### config.mk
export PLATFORM = sky130hd
export DESIGN_NAME = fp_exception_handling_unit
export DESIGN_NICKNAME = d
export VERILOG_FILES = /design/src/fpx_pkg.sv /design/src/fpx_prio.sv /design/src/fpx_ipreg.sv /design/src/fp_exception_handling_unit.sv
export SDC_FILE = /design/constraint.sdc
export NUM_CORES = 1
export LEC_CHECK = 0
export ABC_AREA = 1
export BUFFER_PORTS_ARGS = -buffer_cell sky130_fd_sc_hd__buf_4
export CAP_MARGIN = 10
export CORE_ASPECT_RATIO = 1.1
export CORE_UTILIZATION = 40
export DETAILED_ROUTE_END_ITERATION = 7
export PLACE_DENSITY = 0.72
export SLEW_MARGIN = 20
export SYNTH_ARGS = -nofsm -noshare
export SYNTH_HDL_FRONTEND = slang
export SYNTH_SLANG_ARGS = --single-unit
### constraint.sdc
create_clock -name clk -period 2.1 [get_ports clk]
set_clock_uncertainty 0.1 [all_clocks]
set_input_delay 0.315 -clock clk [delete_from_list [all_inputs] [get_ports clk]]
set_output_delay 0.315 -clock clk [all_outputs]
set_load 0.05 [all_outputs]
### src/fpx_pkg.sv
// Shared types and constants for the floating-point exception unit
`default_nettype none
package fpx_pkg;
    // ****************************************************************
    // Fault vectors and encodings
    // ****************************************************************
    localparam logic [7:0] VEC_INVALID_OPCODE = 8'h06;
    localparam logic [7:0] VEC_DEVICE_UNAVAIL = 8'h07;
    localparam logic [7:0] VEC_ALIGNMENT = 8'h11;
    localparam logic [7:0] VEC_SEGMENT_ABSENT = 8'h0B;
    localparam logic [7:0] VEC_FP_ERROR = 8'h10;
    localparam logic [7:0] VEC_NONE = 8'h00;
    localparam logic [1:0] PRIV_USER = 2'h3;
    localparam logic [1:0] RC_CHOP = 2'h3;
    localparam logic [1:0] PC_EXTENDED = 2'h3;
    // Status flag positions in the 6-bit exception vector
    localparam int EX_IE = 0;
    localparam int EX_DE = 1;
    localparam int EX_ZE = 2;
    localparam int EX_OE = 3;
    localparam int EX_UE = 4;
    localparam int EX_PE = 5;
    localparam logic [5:0] EX_RESET = 6'h00;
    localparam logic [31:0] IP_RESET = 32'h0;

    typedef enum logic [2:0] {
        OP_ARITH, OP_TRANSCEND, OP_EXTRACT, OP_SQRT_DIV_REM, OP_CONVERT, OP_ENV_LOAD, OP_SAVE_RESTORE
    } op_class_e;

    // One instruction presented by the core
    typedef struct packed {
        logic defined;
        op_class_e cls;
        logic [31:0] prefix_ip;
        logic misaligned;
        logic stack_part;
        logic [1:0] priv;
        logic denormal_in;
        logic overflow;
        logic tiny;
        logic inexact_denorm;
        logic dest_stack;
        logic pc_applies;
        logic env_first_ok;
        logic env_last_ok;
        logic seg_overrun;
        logic [5:0] other_ex;
    } fp_instr_s;

    // Outcome reported back for one instruction
    typedef struct packed {
        logic [7:0] vector;
        logic abort;
        logic normalize;
        logic saturate;
        logic round_result;
        logic [1:0] round_prec;
        logic env_commit;
        logic [5:0] flags;
    } fp_result_s;
endpackage
`default_nettype wire

### src/fpx_prio.sv
// Fault prioritiser for arithmetic exceptions
`default_nettype none
module fpx_prio (
    // Raised exceptions and mask
    input wire logic [5:0] raised,
    input wire logic [5:0] mask,
    // Unmasked exceptions and their OR
    output logic [5:0] unmasked,
    output logic any_unmasked
);
    // Same ordering regardless of the denormal mask setting
    always_comb begin
        unmasked = raised & ~mask;
        any_unmasked = |unmasked;
    end
endmodule
`default_nettype wire

### src/fpx_ipreg.sv
// Holds the instruction pointer captured for a faulting instruction
`default_nettype none
module fpx_ipreg (
    input wire logic clk,
    input wire logic resetn,
    input wire logic load,
    input wire logic [31:0] ip_in,
    output logic [31:0] ip_q
);
    always_ff @(posedge clk or negedge resetn) begin
        if (!resetn) begin
            ip_q <= fpx_pkg::IP_RESET;
        end else if (load) begin
            ip_q <= ip_in;
        end
    end
endmodule
`default_nettype wire

### src/fp_exception_handling_unit.sv
// Floating-point exception handling unit
`default_nettype none
// Overview of operation
// - Masked denormal: normalize, never return denormal
// - Denormal fault also for transcendentals, extract
// - Masked overflow with chop gives largest finite
// - Unmasked overflow sets precision; round stack result
// - Masked underflow only when tiny and inexact
// - Unmasked underflow: adjust exponent then round
// - Denormal priority independent of its mask
// - Saved pointer points at first prefix
// - Undefined opcode gives vector 6, no checks
// - Task-switched or emulate flag gives vector 7
// - Unmasked fault asserts error pin at completion
// - Next FP instruction blocked while fault pending
// - Sqrt/divide/remainder/convert normalize denormals first
// - Misaligned operand at level 3 raises alignment
// - Environment load checks both ends first
// - Segment overrun aborts, never interrupt 9
module fp_exception_handling_unit (
    // Clock and reset
    input wire logic clk,
    input wire logic resetn,
    // Instruction issue
    input wire logic issue,
    input wire fpx_pkg::fp_instr_s instr,
    output logic issue_ready_q,
    // Control state
    input wire logic task_switched_flag,
    input wire logic emulate_fp_flag,
    input wire logic align_check_en,
    input wire logic [5:0] mask_bits,
    input wire logic [1:0] rounding_ctrl,
    input wire logic [1:0] precision_control_field,
    // Software clear of pending flags
    input wire logic clear_flags,
    // Results
    output fpx_pkg::fp_result_s result_q,
    output logic result_valid_q,
    output logic [5:0] status_flags_q,
    output logic [31:0] saved_instruction_pointer,
    output logic fp_error_out_n
);
    // ****************************************************************
    // Exception evaluation
    // ****************************************************************
    logic [5:0] raised;
    logic [5:0] unmasked;
    logic any_unmasked;
    logic pending_q;
    logic err_n_q;
    logic is_fault;
    logic denorm_cls;
    fpx_pkg::fp_result_s res_d;

    function automatic logic prenorm_cls(input fpx_pkg::op_class_e cls);
        return cls inside {fpx_pkg::OP_SQRT_DIV_REM, fpx_pkg::OP_CONVERT};
    endfunction

    fpx_prio u_prio (
        .raised(raised),
        .mask(mask_bits),
        .unmasked(unmasked),
        .any_unmasked(any_unmasked)
    );

    always_comb begin
        raised = instr.other_ex;
        denorm_cls = instr.cls != fpx_pkg::OP_ENV_LOAD && instr.cls != fpx_pkg::OP_SAVE_RESTORE;
        if (instr.denormal_in && denorm_cls) begin
            raised[fpx_pkg::EX_DE] = 1'b1;
        end
        if (instr.overflow) begin
            raised[fpx_pkg::EX_OE] = 1'b1;
            if (!mask_bits[fpx_pkg::EX_OE]) begin
                raised[fpx_pkg::EX_PE] = 1'b1;
            end
        end
        // masked underflow needs tiny and loss
        if (instr.tiny) begin
            if (!mask_bits[fpx_pkg::EX_UE] || instr.inexact_denorm) begin
                raised[fpx_pkg::EX_UE] = 1'b1;
            end
        end
        // no invalid fault from denormals here
        if (instr.denormal_in && prenorm_cls(instr.cls)) begin
            raised[fpx_pkg::EX_IE] = instr.other_ex[fpx_pkg::EX_IE];
        end
    end

    always_comb begin
        res_d = '0;
        res_d.vector = fpx_pkg::VEC_NONE;
        res_d.round_prec = fpx_pkg::PC_EXTENDED;
        is_fault = 1'b1;
        if (task_switched_flag || emulate_fp_flag) begin
            res_d.vector = fpx_pkg::VEC_DEVICE_UNAVAIL;
        end else if (!instr.defined) begin
            res_d.vector = fpx_pkg::VEC_INVALID_OPCODE;
        end else if (align_check_en && instr.priv == fpx_pkg::PRIV_USER
                && instr.misaligned && !instr.stack_part) begin
            res_d.vector = fpx_pkg::VEC_ALIGNMENT;
        end else if (instr.cls == fpx_pkg::OP_ENV_LOAD
                && !(instr.env_first_ok && instr.env_last_ok)) begin
            // no state change when probes fail
            res_d.vector = fpx_pkg::VEC_SEGMENT_ABSENT;
        end else if (instr.seg_overrun) begin
            res_d.abort = 1'b1;
        end else begin
            is_fault = 1'b0;
            res_d.flags = raised;
            res_d.env_commit = instr.cls == fpx_pkg::OP_ENV_LOAD;
            res_d.normalize = instr.denormal_in && (mask_bits[fpx_pkg::EX_DE]
                || prenorm_cls(instr.cls));
            // saturate on masked overflow under chop
            res_d.saturate = instr.overflow && mask_bits[fpx_pkg::EX_OE]
                && rounding_ctrl == fpx_pkg::RC_CHOP;
            if (instr.dest_stack && ((instr.overflow && !mask_bits[fpx_pkg::EX_OE])
                    || (instr.tiny && !mask_bits[fpx_pkg::EX_UE]))) begin
                res_d.round_result = 1'b1;
                res_d.round_prec = instr.pc_applies ? precision_control_field
                    : fpx_pkg::PC_EXTENDED;
            end
            if (any_unmasked) begin
                res_d.vector = fpx_pkg::VEC_FP_ERROR;
            end
        end
    end

    // ****************************************************************
    // Sequencing
    // ****************************************************************
    logic accept;
    // Refused issues are dropped, not queued: the core must hold issue up
    // issue blocked while unmasked fault pending
    assign accept = issue && !pending_q;

    always_ff @(posedge clk or negedge resetn) begin
        if (!resetn) begin
            result_q <= '0;
            result_valid_q <= 1'b0;
        end else begin
            result_valid_q <= accept;
            if (accept) begin
                result_q <= res_d;
            end
        end
    end

    fpx_ipreg u_ip (
        .clk(clk),
        .resetn(resetn),
        .load(accept && (is_fault || any_unmasked || res_d.abort)),
        .ip_in(instr.prefix_ip),
        .ip_q(saved_instruction_pointer)
    );

    always_ff @(posedge clk or negedge resetn) begin
        if (!resetn) begin
            status_flags_q <= fpx_pkg::EX_RESET;
        end else if (accept && !is_fault) begin
            status_flags_q <= (clear_flags ? fpx_pkg::EX_RESET : status_flags_q) | res_d.flags;
        end else if (clear_flags) begin
            status_flags_q <= fpx_pkg::EX_RESET;
        end
    end

    always_ff @(posedge clk or negedge resetn) begin
        if (!resetn) begin
            pending_q <= 1'b0;
            err_n_q <= 1'b1;
            issue_ready_q <= 1'b1;
        end else begin
            // held until flags cleared; set wins
            if (accept && !is_fault && any_unmasked) begin
                pending_q <= 1'b1;
                err_n_q <= 1'b0;
                issue_ready_q <= 1'b0;
            end else if (clear_flags) begin
                pending_q <= 1'b0;
                err_n_q <= 1'b1;
                issue_ready_q <= 1'b1;
            end
        end
    end
    // pin goes to an outside interrupt controller
    assign fp_error_out_n = err_n_q;

    // ****************************************************************
    // Checks
    // ****************************************************************
    chk_err_follows_fault: assert property (@(posedge clk) disable iff (!resetn)
        accept && !is_fault && any_unmasked |=> !fp_error_out_n && !issue_ready_q)
        else $error("error pin not asserted after unmasked fault");
    chk_err_holds: assert property (@(posedge clk) disable iff (!resetn)
        !fp_error_out_n && !clear_flags |=> !fp_error_out_n)
        else $error("error pin dropped without clear");
    chk_block_next: assert property (@(posedge clk) disable iff (!resetn)
        !issue_ready_q |=> !result_valid_q)
        else $error("instruction issued while fault pending");
    chk_dev_unavail: assert property (@(posedge clk) disable iff (!resetn)
        accept && (task_switched_flag || emulate_fp_flag)
        |=> result_q.vector == fpx_pkg::VEC_DEVICE_UNAVAIL)
        else $error("device unavailable not raised");
    chk_undef_op: assert property (@(posedge clk) disable iff (!resetn)
        accept && !instr.defined && !task_switched_flag && !emulate_fp_flag
        |=> result_q.vector == fpx_pkg::VEC_INVALID_OPCODE && result_q.flags == 6'h00)
        else $error("undefined opcode not faulted cleanly");
    chk_chop_sat: assert property (@(posedge clk) disable iff (!resetn)
        accept && !is_fault && !res_d.abort && instr.overflow
        && mask_bits[fpx_pkg::EX_OE] && rounding_ctrl == fpx_pkg::RC_CHOP
        |=> result_q.saturate)
        else $error("chop overflow not saturated");
    chk_env_probe: assert property (@(posedge clk) disable iff (!resetn)
        accept && instr.cls == fpx_pkg::OP_ENV_LOAD
        && !(instr.env_first_ok && instr.env_last_ok) |=> !result_q.env_commit)
        else $error("environment committed after failed probe");
    chk_ip_prefix: assert property (@(posedge clk) disable iff (!resetn)
        accept && is_fault |=> saved_instruction_pointer == $past(instr.prefix_ip))
        else $error("saved pointer is not the prefix address");
    chk_overrun: assert property (@(posedge clk) disable iff (!resetn)
        accept && instr.seg_overrun && instr.defined && !task_switched_flag && !emulate_fp_flag
        && !align_check_en && instr.cls != fpx_pkg::OP_ENV_LOAD
        |=> result_q.abort && result_q.vector != 8'h09)
        else $error("overrun did not abort cleanly");
    chk_pe_unmasked_oe: assert property (@(posedge clk) disable iff (!resetn)
        accept && !is_fault && instr.overflow && !mask_bits[fpx_pkg::EX_OE]
        |=> result_q.flags[fpx_pkg::EX_PE])
        else $error("precision not flagged on unmasked overflow");
    chk_of_round: assert property (@(posedge clk) disable iff (!resetn)
        accept && !is_fault && instr.dest_stack && instr.overflow && !mask_bits[fpx_pkg::EX_OE]
        |=> result_q.round_result)
        else $error("unmasked overflow to stack not rounded");
    chk_mask_normalize: assert property (@(posedge clk) disable iff (!resetn)
        accept && !is_fault && instr.denormal_in && mask_bits[fpx_pkg::EX_DE]
        |=> result_q.normalize)
        else $error("masked denormal not normalized");
    chk_de_transcend: assert property (@(posedge clk) disable iff (!resetn)
        accept && !is_fault && instr.denormal_in
        && instr.cls inside {fpx_pkg::OP_TRANSCEND, fpx_pkg::OP_EXTRACT}
        |=> result_q.flags[fpx_pkg::EX_DE])
        else $error("denormal not flagged for transcendental");
    chk_uf_masked: assert property (@(posedge clk) disable iff (!resetn)
        accept && !is_fault && mask_bits[fpx_pkg::EX_UE] && !instr.other_ex[fpx_pkg::EX_UE]
        && !(instr.tiny && instr.inexact_denorm)
        |=> !result_q.flags[fpx_pkg::EX_UE])
        else $error("masked underflow flagged without loss");
    chk_uf_round: assert property (@(posedge clk) disable iff (!resetn)
        accept && !is_fault && instr.dest_stack && instr.tiny && !mask_bits[fpx_pkg::EX_UE]
        |=> result_q.round_result && result_q.round_prec == ($past(instr.pc_applies)
        ? $past(precision_control_field) : fpx_pkg::PC_EXTENDED))
        else $error("unmasked underflow not rounded to precision");
    chk_de_prio: assert property (@(posedge clk) disable iff (!resetn)
        accept && instr.denormal_in && instr.defined && !task_switched_flag && !emulate_fp_flag
        && align_check_en && instr.priv == fpx_pkg::PRIV_USER && instr.misaligned
        && !instr.stack_part |=> result_q.vector == fpx_pkg::VEC_ALIGNMENT)
        else $error("denormal overtook a higher fault");
    chk_prenorm: assert property (@(posedge clk) disable iff (!resetn)
        accept && !is_fault && instr.denormal_in && prenorm_cls(instr.cls)
        && !instr.other_ex[fpx_pkg::EX_IE]
        |=> result_q.normalize && !result_q.flags[fpx_pkg::EX_IE])
        else $error("denormal operand not normalized first");
    chk_align: assert property (@(posedge clk) disable iff (!resetn)
        accept && instr.defined && !task_switched_flag && !emulate_fp_flag && align_check_en
        && instr.priv == fpx_pkg::PRIV_USER && instr.misaligned && !instr.stack_part
        |=> result_q.vector == fpx_pkg::VEC_ALIGNMENT)
        else $error("misaligned operand not faulted");
    chk_ip_unmasked: assert property (@(posedge clk) disable iff (!resetn)
        accept && !is_fault && any_unmasked
        |=> saved_instruction_pointer == $past(instr.prefix_ip))
        else $error("saved pointer missed on unmasked fault");
    chk_err_clears: assert property (@(posedge clk) disable iff (!resetn)
        clear_flags && !(accept && !is_fault && any_unmasked)
        |=> fp_error_out_n && issue_ready_q)
        else $error("error pin not released by clear");
    chk_flags_clear: assert property (@(posedge clk) disable iff (!resetn)
        clear_flags && !accept |=> status_flags_q == fpx_pkg::EX_RESET)
        else $error("status flags not cleared");
    chk_undef_quiet: assert property (@(posedge clk) disable iff (!resetn)
        accept && !instr.defined && !task_switched_flag && !emulate_fp_flag
        |=> fp_error_out_n)
        else $error("undefined opcode drove the error pin");

    // ****************************************************************
    // Cover points
    // ****************************************************************
    cov_fault: cover property (@(posedge clk) disable iff (!resetn)
        accept && !is_fault && any_unmasked);
    cov_clear: cover property (@(posedge clk) disable iff (!resetn)
        !fp_error_out_n ##1 fp_error_out_n);
    cov_align: cover property (@(posedge clk) disable iff (!resetn)
        accept && res_d.vector == fpx_pkg::VEC_ALIGNMENT);
    cov_round: cover property (@(posedge clk) disable iff (!resetn)
        accept && !is_fault && instr.overflow && instr.dest_stack);
    cov_refused: cover property (@(posedge clk) disable iff (!resetn)
        issue && pending_q);
endmodule
`default_nettype wire

==> results of run 1 <==
## Yosys cell counts, types with 3 or more instances
cell type and count:
o21ai_0 12, inv_1 28, o22ai_1 4, nand2_1 110, nand3_1 36, clkbuf_1 3, a31oi_1 3, nor2_1 12
buf_6 3, dfrtp_1 58, buf_4 7
## cell type report
| class | instances | share of cell area |
|---|---|---|
| Clock buffer | 12 | 0.0405 |
| Clock inverter | 4 | 0.0189 |
| Inverter | 30 | 0.0294 |
| Multi-Input combinational cell | 197 | 0.236 |
| Sequential cell | 59 | 0.386 |
| Tap cell | 80 | 0.0261 |
| Timing Repair Buffer | 134 | 0.263 |
## sequential cells by signal, summed over array words and instances, names as in the netlist
| name | cells |
|---|---|
| result_q | 18 |
| fp_error_out_n | 1 |
| u_ip.ip_q | 32 |
| status_flags_q | 6 |
| result_valid_q | 1 |
| pending_q | 1 |
## path summary, 6_finish.rpt
path                                             from                     endpoint  slack [ps]
min                                         instr[43]    u_ip.ip_q[24]$_DFFE_PN0P_         110
max reg2reg                     pending_q$_DFFE_PN0P_      result_q[6]$_DFFE_PN0P_         640
max                        fp_error_out_n$_DFFE_PN1P_                issue_ready_q         620
min reg2reg                 u_ip.ip_q[13]$_DFFE_PN0P_    u_ip.ip_q[13]$_DFFE_PN0P_         370
min in group asynchronous                      resetn    u_ip.ip_q[12]$_DFFE_PN0P_         500
max in group asynchronous                      resetn  status_flags_q[4]$_DFF_PN0_         920
## tightest hold or removal path, stage by stage
cell     delay (ps)
buf_4            80
nand3_1          60
nand2_1          60
## metrics by stage
stage / setup slack [ps] / hold slack, ps / power (mW) / area (µm²) / instances
global route: 475 / 109 / 3.36 / 3830 / 516
detailed placement: 386 / 328 / 2.07 / 3590 / 499
floorplan: 739 / -80.6 / 1.77 / 2600 / 301
CTS: 592 / 102 / 3.24 / 3830 / 516
global placement: 408 / 328 / 2.06 / 3590 / 499
finish: 619 / 115 / 3.22 / 3830 / 516
## routing by layer
metal  GRT usage  routed length (µm)
met4      0.0808                  82
met2       0.326                3040
met1       0.243                2700
met5           0                   0
met3      0.0611                 631
## where the power goes
part	leakage (nW)	switching [mW]	internal [mW]	total, mW
Clock	0.113	0.438	0.732	1.17
Combinational	1.27	0.520	0.258	0.778
Sequential	0.738	0.0486	1.22	1.27
Total	2.12	1.01	2.21	3.22
## logic make-up after synthesis
| family | Yosys count |
|---|---|
| AO/OA/AOI/OAI | 25 |
| other | 1 |
| AND/OR/NAND/NOR | 169 |
| buffers and inverters | 45 |
| flip-flops | 59 |
==> flow_summary_export.csv, run 1 <==
group,metric,value,unit
clocking,clk_pin_slew,70,ps
global_routing,grt_pass1_vias,2286,
floorplan,die_area,6810,µm²
layout,insertedDiodeCount,0,
synth,synth_top_area_frac,0.559,
synth,synth_top_family_by_area,"simple AND/OR/NAND/NOR gates",
worst_setup_path,cp.arrival,1070,ps
power,leakage,2.12,nW
sta,drv_slew,0,
hold_path,hold_depth,3,
layout,post-route-util,0.615,
floorplan,num_rows,30,
synth,synth.avg_cell_area,8.68,µm²
sta,setup_viol,0,
global_routing,grt.overflow.total,0,
clocking,numCtsBuffers,9,
synth,synth-async-reset-ratio,1.00,
synth,netlist_area,2590,µm²
placed_design,io_buffers,130,
placed_design,gp_congestion,0.709,
sta,max_slew_margin,0.509,
drt,vias_per_cell,4.72,
worst_setup_path,critPathLaunchType,"flop",
drt,drc,0,
floorplan,dieHeight,86.5,µm
placed_design,hpwl,4.81,mm
floorplan,ioPinCount,134,
floorplan,coreArea,6230,µm²
worst_setup_path,crit_family,"flip-flops",
layout,layout-drive-gt1-share,0.369,
sta,final.setup.tns,0,ps
layout,final_common_cell,"buf_4",
clocking,cts-htree-levels,3,
clocking,post-cts-setup-buffers,0,
worst_setup_path,crit_type,"reg -> out",
clocking,root_buffer,"clkbuf_8",
synth,synth_area_leaders,"dfrtp_1, nand2_1, nand3_1, inv_1, o21ai_0",
worst_setup_path,worstPathBufferInverterCount,1,
sta,fin_crit_sh,0.705,
drt,routed_wl,6.46,mm
synth,yosysSeqAreaShare,0.569,
layout,nFillCells,571,
floorplan,die-width,78.8,µm
sta,hold_violations,0,
synth,synthCells,299,
layout,nets,503,
drt,avgRoutedWirePerCell,12.5,µm
floorplan,initial_utilization,0.416,
synth,synth_cell_type_count,27,
drt,ant_nets,0,
drt,via_count,2437,
sta,tightest_slew,737,ps
synth,synth-xor-area-share,0,
clocking,clock_latency,320,ps
sta,post-route-min-period,1480,ps
synth,synth_simple_gate_area_frac,0.288,
clocking,cts_tree,"yes",
synth,yosys.area.top_type,"dfrtp_1",
power,vdd_drop_max,0.519,mV
worst_setup_path,end_kind,"output pin",
drt,firstDrtPassIters,4,
power,power.density,840,nW/µm²
layout,multi_input_area,905,µm²
worst_setup_path,crit_cells,1,
worst_setup_path,cp_slowest_cell,"dfstp_2",
synth,yosysWarnings,0,
clocking,cts_resized,0,
global_routing,grt_use_total,0.198,
synth,ys_seq_elements,59,
clocking,clock_path_buffers,2,
hold_path,hp-class,"in -> reg",
synth,muxShareOfSynthArea,0,
global_routing,antenna_found_initial,0,
synth,synth-compound-area-share,0.0564,
sta,grt_setup_unrepaired,"no",
synth,synth_fa_ha_area_frac,0,
layout,seq_area,1480,µm²
outcome,outcome,"finished, final reports clean",
clocking,holdBufCountCts,1,
worst_setup_path,worstPathCellList,"buf_4",
worst_setup_path,max_stage_delay,550,ps
layout,final_cell_mix,"buf_4, nand2_1, dfrtp_1",
sta,fmax,0.675,GHz
flow_run,drv_cap,0,
worst_setup_path,crit_required,1680,ps
global_routing,grt_pass1_wl,10.3,mm
clocking,cts.sinks,59,
synth,synth_edf_count,0,
drt,drt_iter0_drc,91,
worst_setup_path,worstRegToRegCells,5,
synth,synth_top_flop_cell,"dfrtp_1",
global_routing,grt_max_degree,60,
layout,syn2layout_area_growth,47.6,%
worst_setup_path,critPathMaxFanout,3,
Power figures use the tool's default switching activity.
==> run 2, diff against run 1 <==
==> constraint.sdc (replaced) <==
create_clock -name clk -period 1.55 [get_ports clk]
set_clock_uncertainty 0.1 [all_clocks]
set_input_delay 0.2325 -clock clk [delete_from_list [all_inputs] [get_ports clk]]
set_output_delay 0.2325 -clock clk [all_outputs]
set_load 0.05 [all_outputs]
==> flow_summary_export.csv, run 2 (synthesized netlist as in run 1, its figures left out) <==
group,metric,value,unit
outcome,outcome,"finished, final reports clean",
worst_setup_path,max_stage_delay,400,ps
sta,hold_violations,0,
global_routing,grt_max_degree,42,
sta,post-route-min-period,1450,ps
placed_design,io_buffers,130,
drt,drc,0,
global_routing,use_met3,0.0537,
worst_setup_path,crit_required,1640,ps
worst_setup_path,crit_family,"buffers and inverters",
drt,routed_wl,6.49,mm
global_routing,grt_use_total,0.200,
placed_design,hpwl,4.90,mm
global_routing,antenna_found_initial,0,
floorplan,coreArea,6230,µm²
layout,syn2layout_area_growth,48.1,%
worst_setup_path,cp_slowest_cell,"dfrtp_1",
placed_design,placedCellCount,502,
layout,largest-register,"u_ip.ip_q",
layout,largest_reg_flops,32,
clocking,holdBufCountCts,1,
clocking,clock_path_buffers,2,
layout,final_cell_mix,"buf_4, nand2_1, dfrtp_1",
sta,drv_slew,0,
clocking,numCtsBuffers,9,
layout,nets,506,
clocking,cts.sinks,59,
clocking,root_buffer,"clkbuf_8",
layout,layout-drive-gt1-share,0.372,
floorplan,die_area,6810,µm²
floorplan,num_rows,30,
placed_design,pre_cts_ws,-8.71,ps
sta,setup_viol,0,
floorplan,dieHeight,86.5,µm
drt,vias_per_cell,4.73,
sta,setup_slack,97.5,ps
drt,firstDrtPassIters,4,
worst_setup_path,worstPathCellList,"nor2_4 > buf_12 > inv_1 > nand2_1 > o21ai_0",
placed_design,gp_congestion,0.714,
layout,insertedDiodeCount,0,
drt,via_count,2451,
global_routing,grt.overflow.total,0,
worst_setup_path,cp.arrival,1550,ps
worst_setup_path,worstPathBufferInverterCount,2,
sta,fin_crit_sh,0.937,
power,vdd_drop_max,0.467,mV
worst_setup_path,crit_type,"reg -> reg",
drt,avgRoutedWirePerCell,12.5,µm
global_routing,grt_pass1_vias,2418,
clocking,clk_pin_slew,60,ps
global_routing,grt_pass1_wl,10.6,mm
layout,final_cell_count_no_fill,518,
floorplan,initial_utilization,0.416,
drt,ant_nets,0,
worst_setup_path,critPathLaunchType,"flop",
global_routing,use_met2,0.334,
clocking,cts_resized,0,
sta,fmax,0.688,GHz
floorplan,die-width,78.8,µm
global_routing,grt.busiest_layer,"met2",
power,power.density,1050,nW/µm²
worst_setup_path,end_kind,"flop",
global_routing,use_met1,0.245,
layout,top_regs,"u_ip.ip_q (32), result_q (18), status_flags_q (6)",
clocking,cts_tree,"yes",
hold_path,hp-class,"in -> reg",
drt,drt_iter0_drc,81,
clocking,clock_latency,320,ps
floorplan,ioPinCount,134,
sta,grt_setup_unrepaired,"no",
layout,final_common_cell,"buf_4",
power,leakage,2.13,nW
power,power,4.03,mW
layout,post-route-util,0.617,
worst_setup_path,critPathMaxFanout,41,
flow_run,drv_cap,0,
sta,hold-worst-slack,35.0,ps
clocking,post-cts-setup-buffers,0,
clocking,cts-htree-levels,3,
run 2: changes by cell type in the layout (fill, tap and decap cells not counted), sizes merged:
cell | previous run | this run
buf | 133 | 136
bufinv | 2 | 0
clkbuf | 12 | 13
clkinv | 1 | 2
clkinvlp | 1 | 0
run 2: worst register-to-register path: stages (launching register included):
cell and delay [ps]:
dfrtp_1 400, nor2_4 160, buf_12 220, inv_1 250, nand2_1 110, o21ai_0 90
run 2: metrics by stage:
stage | setup TNS (ps) | cell area (µm²)
after floorplan | 0 | 2600
after global placement | 0 | 3650
after detailed placement | -33.8 | 3650
after CTS | 0 | 3840
after global routing | 0 | 3840
final | 0 | 3840
run 2: cell type report:
| cell class | count | area, µm² |
|---|---|---|
| timing repair buffer | 137 | 1070 |
| clock buffer | 13 | 169 |
| multi-input combinational | 197 | 905 |
| tap | 80 | 100 |
| clock inverter | 2 | 10.0 |
| inverter | 30 | 113 |
| sequential | 59 | 1480 |
| fill | 560 | 2390 |
run 2: where the power goes:
| group | total, mW | leakage (nW) | internal, mW | switching, mW |
|---|---|---|---|---|
| registers | 1.72 | 0.738 | 1.66 | 0.0650 |
| clock network | 1.24 | 0.0953 | 0.697 | 0.543 |
| logic | 1.07 | 1.30 | 0.360 | 0.706 |
run 2: path summary, 6_finish.rpt:
path | from | to | slack, ps | cells after the start
min reg2reg | u_ip.ip_q[14]$_DFFE_PN0P_ | u_ip.ip_q[14]$_DFFE_PN0P_ | 370 | 2
min | instr[35] | u_ip.ip_q[16]$_DFFE_PN0P_ | 40 | 3
min in group asynchronous | resetn | u_ip.ip_q[16]$_DFFE_PN0P_ | 260 | 2
max | pending_q$_DFFE_PN0P_ | result_q[16]$_DFFE_PN0P_ | 100 | 5
max in group asynchronous | resetn | u_ip.ip_q[0]$_DFFE_PN0P_ | 630 | 3
max reg2reg | pending_q$_DFFE_PN0P_ | result_q[16]$_DFFE_PN0P_ | 100 | 5
run 2: per-layer routing:
metal / routed length (µm) / vias up
met3: 597 / 11
met4: 93 / 0
met1: 2760 / 1132
met5: 0 / -
li1: - / 1208
met2: 3040 / 100
==> run 3, diff against run 2 <==
--- a/config.mk
+++ b/config.mk
@@ -9,9 +9,9 @@
 export BUFFER_PORTS_ARGS = -buffer_cell sky130_fd_sc_hd__buf_4
 export CAP_MARGIN = 10
 export CORE_ASPECT_RATIO = 1.1
-export CORE_UTILIZATION = 40
+export CORE_UTILIZATION = 45
 export DETAILED_ROUTE_END_ITERATION = 7
-export PLACE_DENSITY = 0.72
+export PLACE_DENSITY = 0.8
 export SLEW_MARGIN = 20
 export SYNTH_ARGS = -nofsm -noshare
 export SYNTH_HDL_FRONTEND = slang
==> flow_summary_export.csv, run 3 (synthesized netlist as in run 1, its figures left out) <==
group,metric,value,unit
outcome,outcome,"finished, final reports clean",
power,power.internal,2.66,mW
global_routing,grt.overflow.total,0,
layout,final_common_cell,"buf_4",
global_routing,grt.busiest_layer,"met2",
clocking,clk_pin_slew,70,ps
layout,nets,508,
drt,ant_nets,0,
power,power.density,1040,nW/µm²
global_routing,antenna_found_initial,0,
clocking,root_buffer,"clkbuf_8",
sta,post-route-min-period,1400,ps
worst_setup_path,crit_family,"flip-flops",
clocking,numCtsBuffers,9,
floorplan,initial_utilization,0.475,
clocking,clock_latency,320,ps
worst_setup_path,end_kind,"output pin",
worst_setup_path,crit_required,1220,ps
clocking,cts_resized,0,
flow_run,drv_cap,0,
floorplan,ioPinCount,134,
power,p_comb_frac,0.267,
layout,post-route-util,0.700,
global_routing,use_met1,0.265,
layout,insertedDiodeCount,0,
global_routing,grt_use_total,0.231,
layout,largest_reg_flops,32,
power,leakage,2.13,nW
floorplan,num_rows,28,
global_routing,grt_pass1_wl,10.5,mm
floorplan,die-width,74.4,µm
worst_setup_path,crit_type,"reg -> out",
worst_setup_path,worstPathBufferInverterCount,1,
drt,routed_wl,6.37,mm
worst_setup_path,worstPathCellList,"buf_4",
clocking,cts_tree,"yes",
floorplan,die_area,6070,µm²
placed_design,gp_congestion,0.765,
layout,stdcell_area,3830,µm²
floorplan,coreArea,5470,µm²
drt,via_count,2444,
sta,final.setup.tns,0,ps
placed_design,hpwl,4.84,mm
layout,top_regs,"u_ip.ip_q (32), result_q (18), status_flags_q (6)",
drt,firstDrtPassIters,4,
drt,avgRoutedWirePerCell,12.4,µm
clocking,cts-htree-levels,3,
global_routing,use_met3,0.0675,
power,vdd_drop_max,0.522,mV
clocking,clock_path_buffers,2,
worst_setup_path,cp.arrival,1070,ps
layout,layout-drive-gt1-share,0.376,
power,p_sw_frac,0.333,
worst_setup_path,cp_slowest_cell,"dfstp_2",
placed_design,placed_cell_area,3650,µm²
floorplan,dieHeight,81.6,µm
sta,fmax,0.712,GHz
worst_setup_path,max_stage_delay,550,ps
worst_setup_path,critPathMaxFanout,3,
power,pwr-share-clk,0.300,
drt,vias_per_cell,4.75,
drt,drc,0,
global_routing,grt_max_degree,35,
clocking,cts.sinks,59,
sta,fin_crit_sh,0.906,
sta,drv_slew,0,
global_routing,use_met2,0.394,
layout,largest-register,"u_ip.ip_q",
global_routing,grt_pass1_vias,2422,
placed_design,io_buffers,130,
power,p_sw,1.32,mW
sta,hold_violations,0,
sta,grt_setup_unrepaired,"no",
worst_setup_path,critPathLaunchType,"flop",
layout,syn2layout_area_growth,47.4,%
layout,final_cell_mix,"buf_4, nand2_1, dfrtp_1",
hold_path,hp-class,"in -> reg",
sta,setup_viol,0,
drt,drt_iter0_drc,149,
power,power_frac_seq,0.433,
==> run 3: cell types whose count changed in the layout (fill, tap and decap cells not counted), sizes merged <==
cell    delta
buf        +2
clkinv     +1
clkbuf     -2
==> run 3: metrics by stage <==
stage	hold WS, ps	total power [mW]	setup slack (ps)	std cells
CTS	14.8	4.03	120	514
finish	28.7	3.98	145	514
detailed placement	102	2.82	-35.5	499
floorplan	-163	2.40	202	301
global route	15.4	4.17	11.7	514
global placement	91.6	2.81	14.9	499
==> run 3: worst min-delay path: stages <==
cell     delay, ps
buf_4           80
nand3_1         60
nand2_1         60
==> run 3: path summary, 6_finish.rpt <==
| path | to | startpoint | slack (ps) | cells past startpoint |
|---|---|---|---|---|
| setup / recovery | issue_ready_q | fp_error_out_n$_DFFE_PN1P_ | 150 | 1 |
| hold reg to reg | u_ip.ip_q[12]$_DFFE_PN0P_ | u_ip.ip_q[12]$_DFFE_PN0P_ | 370 | 2 |
| hold / removal | u_ip.ip_q[26]$_DFFE_PN0P_ | instr[45] | 30 | 3 |
| max in group asynchronous | u_ip.ip_q[16]$_DFFE_PN0P_ | resetn | 510 | 3 |
| min in group asynchronous | u_ip.ip_q[18]$_DFFE_PN0P_ | resetn | 280 | 2 |
| setup reg to reg | result_q[6]$_DFFE_PN0P_ | pending_q$_DFFE_PN0P_ | 170 | 5 |
==> run 3: timing repair <==
item                                   in CTS  in global routing
hold buffers                                1                  0
buffers inserted                            0                  0
endpoints found under the hold margin      31                  0
==> run 3: power groups by stage <==
stage	Combinational [mW]	Sequential, mW	Clock (mW)
2_1_floorplan	0.236	2.16	0
3_3_place_gp	1.05	1.75	0
3_5_place_dp	1.07	1.75	0
4_1_cts	1.07	1.72	1.23
5_1_grt	1.14	1.74	1.29
6_report	1.06	1.72	1.19
==> run 3: metal layers <==
layer,share of wire,up-vias
met5,0,-
met4,0.019,0
met3,0.082,10
met2,0.49,109
met1,0.41,1116
li1,-,1209
==> run 3: area by class of cell <==
class	count	area [µm²]
Clock buffer	11	151
Clock inverter	3	15.0
Fill cell	465	1640
Inverter	30	113
Multi-Input combinational cell	197	905
Sequential cell	59	1480
Tap cell	75	93.8
Timing Repair Buffer	139	1070
